**src/twb_consts.svh**
```systemverilog
// constants of the two-wire bus control block: offsets, bit positions, timing
// assumes a single 8-bit control register reached on the processor I/O port
`ifndef TWB_CONSTS_SVH
`define TWB_CONSTS_SVH

`define TWB_CTRL_IO_OFFSET 6'h36
`define TWB_CTRL_DATA_ADDR 8'h56
`define TWB_CTRL_RESET 8'h00
`define TWB_BIT_FLAG 7
`define TWB_BIT_ACK 6
`define TWB_BIT_STA 5
`define TWB_BIT_STO 4
`define TWB_BIT_WC 3
`define TWB_BIT_EN 2
`define TWB_BIT_IE 0
`define TWB_CLK_PERIOD_NS 8
`define TWB_T_COND_NS 4000
`define TWB_COND_CYC ((`TWB_T_COND_NS + `TWB_CLK_PERIOD_NS - 1) / `TWB_CLK_PERIOD_NS)

`endif

```
**src/twb_pkg.sv**
```systemverilog
// types of the two-wire bus control block
// assumes twb_consts.svh supplies the numbers
package twb_pkg;

	typedef enum logic [2:0] {
		ENG_IDLE,
		ENG_WAIT_FREE,
		ENG_START_HOLD,
		ENG_STOP_SETUP
	} twb_eng_e;

	typedef struct packed {
		twb_eng_e st;
		logic [15:0] cnt;
		logic flag;
		logic ackEn;
		logic staReq;
		logic stoReq;
		logic wcFlag;
		logic ifEn;
		logic intEn;
		logic irq;
		logic sclOe;
		logic sdaOe;
		logic ackDrive;
		logic addrRespond;
		logic opStart;
		logic [7:0] rdData;
	} twb_ctl_s;

	typedef struct packed {
		logic sclS1;
		logic sclS2;
		logic sdaS1;
		logic sdaS2;
		logic sclPrev;
		logic sdaPrev;
		logic busy;
		logic startSeen;
		logic stopSeen;
	} twb_mon_s;

endpackage : twb_pkg

```
**src/twb_line_if.sv**
```systemverilog
// carrier for the synchronised bus line state between monitor and control
// assumes both ends run on core_clk
`timescale 1ns/10ps
interface twb_line_if;
	logic sclIn;
	logic sdaIn;
	logic busy;
	logic startSeen;
	logic stopSeen;
	modport mon (output sclIn, output sdaIn, output busy, output startSeen, output stopSeen);
	modport ctl (input sclIn, input sdaIn, input busy, input startSeen, input stopSeen);
endinterface : twb_line_if

```
**src/twb_ctrl.sv**
```systemverilog
// two-wire bus control: control register, job flag, clock stretch, ack, START and STOP
// assumes the shifter, address, status and data registers live outside on core_clk
`timescale 1ns/10ps
`include "twb_consts.svh"
module twb_ctrl #(
	parameter logic [15:0] CondCycles = 16'(`TWB_COND_CYC)
) (
	input wire logic core_clk,
	input wire logic rst_n,
	input wire logic clkEn,
	input wire logic [5:0] ioAddr,
	input wire logic ioWrEn,
	input wire logic ioRdEn,
	input wire logic [7:0] ioWrData,
	output logic [7:0] ioRdData,
	input wire logic globalIntEn,
	input wire logic jobDone,
	input wire logic dataRegWrite,
	input wire logic ackSlot,
	input wire logic addrMatch,
	input wire logic genCallRx,
	input wire logic genCallEnable,
	input wire logic dataRx,
	input wire logic sclIn,
	output logic sclOut,
	output logic sclOe,
	input wire logic sdaIn,
	output logic sdaOut,
	output logic sdaOe,
	output logic irqReq,
	output logic ackDrive,
	output logic addrRespond,
	output logic opStart,
	output logic busBusy
);
	import twb_pkg::*;

	logic rstS1_q;
	logic rstS2_q;
	logic busyQ;
	twb_ctl_s s;
	twb_ctl_s n;
	twb_line_if line ();

	// --------------------------------
	// reset release
	// --------------------------------
	always_ff @(posedge core_clk or negedge rst_n) begin
		if (!rst_n) begin
			rstS1_q <= 1'b0;
			rstS2_q <= 1'b0;
		end else begin
			rstS1_q <= 1'b1;
			rstS2_q <= rstS1_q;
		end
	end

	twb_line_mon u_mon (
		.core_clk(core_clk),
		.rstN(rstS2_q),
		.clkEn(clkEn),
		.sclPin(sclIn),
		.sdaPin(sdaIn),
		.line(line)
	);

	// --------------------------------
	// control logic
	// --------------------------------
	logic wrCtl;
	logic clrFlag;
	logic setFlag;
	logic engSda;

	assign wrCtl = ioWrEn && (ioAddr == `TWB_CTRL_IO_OFFSET);
	assign clrFlag = wrCtl && ioWrData[`TWB_BIT_FLAG] && s.flag;

	always_comb begin
		n = s;
		setFlag = jobDone;
		engSda = 1'b0;
		n.opStart = clrFlag;
		if (wrCtl) begin
			// bit 1 and the collision bit are not writable
			n.ackEn = ioWrData[`TWB_BIT_ACK];
			n.staReq = ioWrData[`TWB_BIT_STA];
			n.stoReq = ioWrData[`TWB_BIT_STO];
			n.ifEn = ioWrData[`TWB_BIT_EN];
			n.intEn = ioWrData[`TWB_BIT_IE];
		end
		if (dataRegWrite) begin
			n.wcFlag = !s.flag;
		end
		case (s.st)
			ENG_IDLE: begin
				n.cnt = '0;
				// nothing launches while software still owns the flag
				if (s.ifEn && !s.flag) begin
					if (s.stoReq) begin
						n.st = ENG_STOP_SETUP;
					end else if (s.staReq) begin
						n.st = ENG_WAIT_FREE;
					end
				end
			end
			ENG_WAIT_FREE: begin
				if (!s.ifEn) begin
					n.st = ENG_IDLE;
				end else if (!line.busy) begin
					n.st = ENG_START_HOLD;
				end
			end
			ENG_START_HOLD: begin
				engSda = 1'b1;
				n.cnt = s.cnt + 16'h0001;
				if (s.cnt == CondCycles - 16'h0001) begin
					setFlag = 1'b1;
					n.st = ENG_IDLE;
				end
			end
			ENG_STOP_SETUP: begin
				engSda = 1'b1;
				if (line.sclIn) begin
					n.cnt = s.cnt + 16'h0001;
				end
				if (s.cnt == CondCycles - 16'h0001) begin
					// the device ends its own stop request
					engSda = 1'b0;
					n.stoReq = 1'b0;
					n.st = ENG_IDLE;
				end
			end
			default: begin
				n.st = ENG_IDLE;
			end
		endcase
		// a set in the cycle of the clearing write wins
		n.flag = (s.flag && !clrFlag) || setFlag;
		n.irq = s.flag && s.intEn && globalIntEn;
		n.sclOe = n.flag && n.ifEn;
		n.addrRespond = s.ifEn && s.ackEn;
		n.ackDrive = ackSlot && s.ifEn && s.ackEn &&
			(addrMatch || (genCallRx && genCallEnable) || dataRx);
		n.sdaOe = engSda || n.ackDrive;
		n.rdData = '0;
		if (ioRdEn && ioAddr == `TWB_CTRL_IO_OFFSET) begin
			n.rdData = {s.flag, s.ackEn, s.staReq, s.stoReq, s.wcFlag, s.ifEn,
				1'b0, s.intEn};
		end
	end

	always_ff @(posedge core_clk or negedge rstS2_q) begin
		if (!rstS2_q) begin
			s <= '{st: ENG_IDLE, cnt: 16'h0000, rdData: `TWB_CTRL_RESET, default: 1'b0};
			busyQ <= 1'b0;
		end else if (clkEn) begin
			s <= n;
			busyQ <= line.busy;
		end
	end

	assign ioRdData = s.rdData;
	assign irqReq = s.irq;
	assign sclOut = 1'b0;
	assign sdaOut = 1'b0;
	assign sclOe = s.sclOe;
	assign sdaOe = s.sdaOe;
	assign ackDrive = s.ackDrive;
	assign addrRespond = s.addrRespond;
	assign opStart = s.opStart;
	assign busBusy = busyQ;
endmodule : twb_ctrl

```
**src/twb_line_mon.sv**
```systemverilog
// line monitor: synchronises clock and data lines, finds START and STOP, tracks busy
// assumes rstN is already released synchronously to core_clk
`timescale 1ns/10ps
module twb_line_mon (
	input wire logic core_clk,
	input wire logic rstN,
	input wire logic clkEn,
	input wire logic sclPin,
	input wire logic sdaPin,
	twb_line_if.mon line
);
	import twb_pkg::*;

	twb_mon_s s;
	twb_mon_s n;

	// --------------------------------
	// condition detection
	// --------------------------------
	// only the second stage of each synchroniser is looked at
	always_comb begin
		n = s;
		n.sclS1 = sclPin;
		n.sclS2 = s.sclS1;
		n.sdaS1 = sdaPin;
		n.sdaS2 = s.sdaS1;
		n.sclPrev = s.sclS2;
		n.sdaPrev = s.sdaS2;
		n.startSeen = s.sclS2 && s.sclPrev && s.sdaPrev && !s.sdaS2;
		n.stopSeen = s.sclS2 && s.sclPrev && !s.sdaPrev && s.sdaS2;
		if (n.startSeen) begin
			n.busy = 1'b1;
		end else if (n.stopSeen) begin
			n.busy = 1'b0;
		end
	end

	always_ff @(posedge core_clk or negedge rstN) begin
		if (!rstN) begin
			s <= '{sclS1: 1'b1, sclS2: 1'b1, sdaS1: 1'b1, sdaS2: 1'b1,
				sclPrev: 1'b1, sdaPrev: 1'b1, default: 1'b0};
		end else if (clkEn) begin
			s <= n;
		end
	end

	assign line.sclIn = s.sclS2;
	assign line.sdaIn = s.sdaS2;
	assign line.busy = s.busy;
	assign line.startSeen = s.startSeen;
	assign line.stopSeen = s.stopSeen;

endmodule : twb_line_mon

```
**config.mk**
```make
export PLATFORM = sky130hd
export DESIGN_NAME = twb_ctrl
export DESIGN_NICKNAME = d
export VERILOG_FILES = /design/src/twb_pkg.sv /design/src/twb_line_if.sv /design/src/twb_ctrl.sv /design/src/twb_line_mon.sv
export VERILOG_INCLUDE_DIRS = /design/src /design/src/src
export SDC_FILE = /design/constraint.sdc
export NUM_CORES = 1
export LEC_CHECK = 0
export ABC_AREA = 1
export BUFFER_PORTS_ARGS = -buffer_cell sky130_fd_sc_hd__buf_2
export CORE_ASPECT_RATIO = 0.75
export CORE_MARGIN = 3
export CORE_UTILIZATION = 59
export DETAILED_ROUTE_END_ITERATION = 10
export PLACE_DENSITY = 0.89
export REMOVE_ABC_BUFFERS = 1
export SYNTH_ARGS = -nofsm -noshare
export SYNTH_HDL_FRONTEND = slang
export SYNTH_SLANG_ARGS = --single-unit
```
**constraint.sdc**
```tcl
create_clock -name core_clk -period 3.4 [get_ports core_clk]
set_input_delay 0.17 -clock core_clk [delete_from_list [all_inputs] [get_ports core_clk]]
set_output_delay 0.17 -clock core_clk [all_outputs]
set_load 0.02 [all_outputs]
```
# Yosys cells after proc, flatten, opt, wreduce, memory -nomap -nowiden
# Index checks and enable logic that the tools add are counted.
[totals]
reg_bits = 50
latch_bits = 0
ramBits = 0
romBits = 0
output_inout_bits = 17
memories = 0
[op_classes]
add_sub_neg = 1
multipliers = 0
div = 0
order_cmp = 0
n_eq_ne = 10
n_shift = 0
mux = 20
n_bitwise = 0
n_reduce_logical = 36
[op_table]
columns = ["cell", "count"]
rows = [
  ["one-hot mux 16 bit (3 select lines)", 1],
  ["logical AND 1 bit", 19],
  ["2-to-1 mux 3 bit", 6],
  ["adder 16 x 1 -> 16 bit, second input constant", 1],
  ["equality test 16 x 9 -> 1 bit, second input constant", 1],
  ["2-to-1 mux 16 bit", 1],
  ["one-hot mux 3 bit (3 select lines)", 1],
  ["2-to-1 mux 1 bit", 8],
  ["2-to-1 mux 8 bit", 1],
  ["equality test 3 x 2 -> 1 bit, second input constant", 2],
  ["equality test 6 bit, second input constant", 1],
  ["inequality test 3 bit, second input constant", 2],
  ["AND reduction 2 bit", 3],
  ["AND reduction 5 bit", 1],
  ["zero test 1 bit", 4],
  ["logical OR 1 bit", 4],
  ["inequality test 2 x 1 -> 1 bit, second input constant", 2],
  ["equality test 3 x 1 -> 1 bit, second input constant", 1],
  ["zero test 3 bit", 1],
  ["AND reduction 3 bit", 1],
  ["nonzero test 3 bit", 1],
  ["2-to-1 mux 2 bit", 1],
  ["inequality test 2 bit, second input constant", 1],
  ["one-hot mux 1 bit (2 select lines)", 1],
  ["other kinds (2)", 2],
]

# Depth between registers and ports, before layout
[depth]
ltp_word = 8
ltp_mapped = 9
depth_no_buf = 9

# Cells and area by module
# Synthesis repeated with hierarchy kept, for this count alone.
[hier_totals]
hier_cells = 313
area_unflattened_um2 = 2521.2
[by_module_without_submodules]
columns = ["module", "n_inst", "cells_each", "area_per_inst_um2", "seq_area_each_um2"]
rows = [
  ["twb_ctrl", 1, 274, 2160.8, 1026.0],
  ["twb_line_mon", 1, 39, 360.3, 232.7],
]

# Worst setup path after synthesis
# Ideal clock, no wire load.
[synth_timing]
path_kind = "register to register"
from = "register s[22] (netlist bit)"
to = "register s[35] (netlist bit)"
setup_time_ns = 0.117
t_arrival_ns = 1.126
required_ns = 3.283
path_slack_ns = 2.157
stages_incl_launch_ff = 9
path_buffers = 0
period_less_slack_ns = 1.243
path_cell_list = "dfrtp_1 > ha_1 > nand2_2 > nor2_1 > nand2_2 > nor2_4 > nand3_2 > nor2_1 > nor2_1"
[synth_via]
elab_chain_cells = 3
[synth_lines]
columns = ["item", "line", "text"]
rows = [
  ["from (decl)", "twb_ctrl.sv:41", "twb_ctl_s s;"],
  ["from (signal assigned)", "twb_ctrl.sv:157", "s <= n;"],
  ["adder 16 x 1 -> 16 bit *", "twb_ctrl.sv:115, twb_ctrl.sv:124", ""],
  ["2-to-1 mux 16 bit", "twb_ctrl.sv:123", "if (line.sclIn) begin"],
  ["one-hot mux 16 bit (3 select lines) *", "twb_ctrl.sv:94", "case (s.st)"],
]
# Mark *: on every way between the ends. The rest lies on a longest branch, timed or not. The select of a mux whose other input is x is not followed.
# A chain may end at the register's enable or synchronous reset.

# Worst setup path after layout
[layout_timing]
from = "input clkEn"
to = "register s[26] (netlist bit)"
[layout_via]
elab_chain_cells = 1
[layout_lines]
columns = ["item", "line", "text"]
rows = [
  ["from (decl)", "twb_ctrl.sv:10", "input wire logic clkEn,"],
  ["AND reduction 3 bit (no source line)", "--", ""],
]
# No other way between the ends.

==> impl_metrics.toml <==
[yosys]
synth_top_cells_by_count = "87 x nand2_1, 42 x dfrtp_1, 31 x nor2_1"
synth_flop_cell = "dfrtp_1"
yosysMostFrequentCell = "nand2_1"
synth-edff-count = 0
synth_area_leader_cell = "dfrtp_1"
synth.top_cells.by_area = "dfrtp_1 43%, nand2_1 13%, dfstp_2 6.5%"
syn_inst = 303
ys_ff_latch = 48
synthArstFlopShare_pct = 100.0
synth_seq_area_share_pct = 49.77
yosys_warnings = 0
yosysUniqueCellTypes = 30
syn_avg_cell_area_um2 = 8.015
synth_top_area_share_pct = 43.28
synth_area_um2 = 2429

[route]
ant_nets = 0
wl_per_cell_um = 12.07
routed_via_density = 5.193
drtPass1Iterations = 4
detail_route.iter0.violations = 129
drc = 0
via_count = 2020
wirelength_um = 4696

[critical_path]
critPathBufInv = 3
critPathKind = "in2reg"
path_delay_family = "buffers and inverters"
worst_ep_arrival_time_ps = 1660
critPathSlowestCell = "inv_1"
cp_data_required_time_ps = 3590
critical_path.endpoint_type = "flip-flop"
crit_fanout = 29
cp-start-kind = "input port"
crit_chain = "buf_2 > inv_1 > nor2_2 > inv_2 > o21ai_1 > a21oi_1"
critPathMaxStageDelay_ps = 490

[die]
chipHeight_um = 61.56
coreArea_um2 = 3804
dieArea_um2 = 4930
rows = 19
io_pins = 46
die_w_um = 80.09
start_util_pct = 63.85

[place]
post-dp-hpwl_um = 3472
portBuffers = 40
gp_congestion = 0.8286
post_dp_cell_area_um2 = 2577

[cts]
cts_root_buf = "clkbuf_8"
insertion_delay_ps = 300
tritoncts = "yes"
cts_resized = 0
cts.sinks = 48
clk_pin_slew_ps = 90
cts_buffers = 5
htree_levels = 2
cts_buffer_depth = 2

[power]
power.density_cell_area_nw_per_um2 = 533.1
ir_worst_vdd_mv = 0.3688
p_leak_nw = 1.409

[timing]
setup_violations = 0
fin_crit_sh_pct = 43.18
slew_viol_final = 0
finalSetupTns_ps = 0
fmax_ghz = 0.6812
skew_ps = 3.678
rsz0062_at_grt = "no"
hold_violations = 0
fin_crit_ps = 1468
max_slew_margin_pct = 36.03
worstMarginPinSlew_ps = 959.6

[cells_and_area]
layout-drive-gt1-share_pct = 21.96
antennaDiodeCount = 0
fillers = 307
stdcell_area_um2 = 2709
syn2layout_area_growth_pct = 11.54
finalNetCount = 366

[grt]
antenna_found_initial = 0
grt_max_degree = 47
overflow = 0
grt_pass1_vias = 1916
grt_pass1_wl_um = 8369
grt_usage_pct = 22.13

[status]
status = "complete, no violations"

[job]
maxCapViolations = 0

[min_path]
hold_class = "in2reg"
[path summary, 6_finish.rpt]
kind	startpoint	endpoint	cells after the start	slack, ps
worst max-delay path	clkEn	s[26]	6	1930
max in group asynchronous	rstS2_q	s[38]	0	2370
min in group asynchronous	rst_n	rstS2_q	2	170
worst max register to register	s[21]	s[35]	9	1950
worst min register to register	rstS1_q	rstS2_q	0	360
worst min-delay path	ioWrData[0]	s[14]	3	70
[cell families (layout without fill, tap and decap cells)]
logic type               Yosys count  count (layout)  share of synthesized area (%)
adder cells (fa/ha/maj)            1               1                         0.5151
AND/OR/NAND/NOR                  160             160                          29.68
AO/OA/AOI/OAI                     42              42                          9.480
other                              2               4                         0.3092
buffers and inverters             50              82                          10.25
flip-flops                        48              48                          49.77
[registers in the layout (all words and copies together), names as in the netlist]
name	count
u_mon.line.sdaIn	1
u_mon.s	2
irqReq	1
busBusy	1
u_mon.line.busy	1
sdaOe	1
rstS1_q	1
ackDrive	1
opStart	1
ioRdData	7
sclOe	1
u_mon.n	2
u_mon.line.sclIn	1
addrRespond	1
rstS2_q	1
s	25
[routing by layer]
layer / routed length [um] / part of all wire, % / GRT usage (%) / vias to the layer above
met5: 0 / 0 / 0 / -
met1: 2234 / 48 / 29.23 / 955
met4: 14 / 0.30 / 4.337 / 0
met2: 2193 / 47 / 38.33 / 45
met3: 254 / 5.4 / 5.117 / 2
li1: - / - / - / 1018
[layout make-up]
type                            count  area (um^2)  area share (%)
Clock inverter                      2        38.79           1.432
Multi-Input combinational cell    207        978.4           36.12
Timing Repair Buffer               41        210.2           7.760
Sequential cell                    48         1210           44.67
Clock buffer                        6        82.58           3.048
Tap cell                           52        65.06           2.402
Inverter                           33        123.9           4.573
[per-stage QoR]
| step | instances | utilization (%) | setup WS (ps) | total power [mW] | hold WS [ps] |
|---|---|---|---|---|---|
| floorplan | 288 | - | 1976 | 0.9283 | -125.6 |
| global placement | 380 | 67.76 | 1604 | 1.011 | -45.14 |
| detailed placement | 380 | 67.76 | 1604 | 1.024 | -42.97 |
| CTS | 389 | 71.22 | 1926 | 1.455 | 66.74 |
| global route | 389 | 71.22 | 1696 | 1.535 | 76.93 |
| finish | 389 | 71.22 | 1932 | 1.444 | 71.96 |
[worst min-delay path: cells and delay by family]
family	cells	cell delay [ps]
simple gates	1	40
compound gates	1	60
buf+inv	1	70
[cells in the final DEF (no fill, tap or decap), types with 3 or more instances in the layout]
cell type / n
nand2_1: 87
dfrtp_1: 41
buf_2: 40
nor2_1: 31
inv_1: 29
o21ai_0: 19
nand3_1: 18
a21oi_1: 13
clkbuf_8: 6
dfstp_2: 6
o31ai_1: 5
inv_2: 4
nor3_1: 4
conb_1: 4
nand2_4: 3
nor2_2: 3
nand2_2: 3
nand4_1: 3
[repair_timing]
| action | 4_1_cts | 5_1_grt |
|---|---|---|
| endpoints found under the setup margin | 0 | 0 |
| hold endpoints to repair | 2 | 0 |
| buffers inserted | 0 | 0 |
| hold buffers | 1 | 0 |
[where the power goes]
group          internal, mW  switching, mW  total [mW]
Combinational         0.103          0.189       0.292
Clock                 0.240          0.189       0.429
Sequential            0.643         0.0803       0.723
No activity file was read; power rests on OpenSTA's default activity.
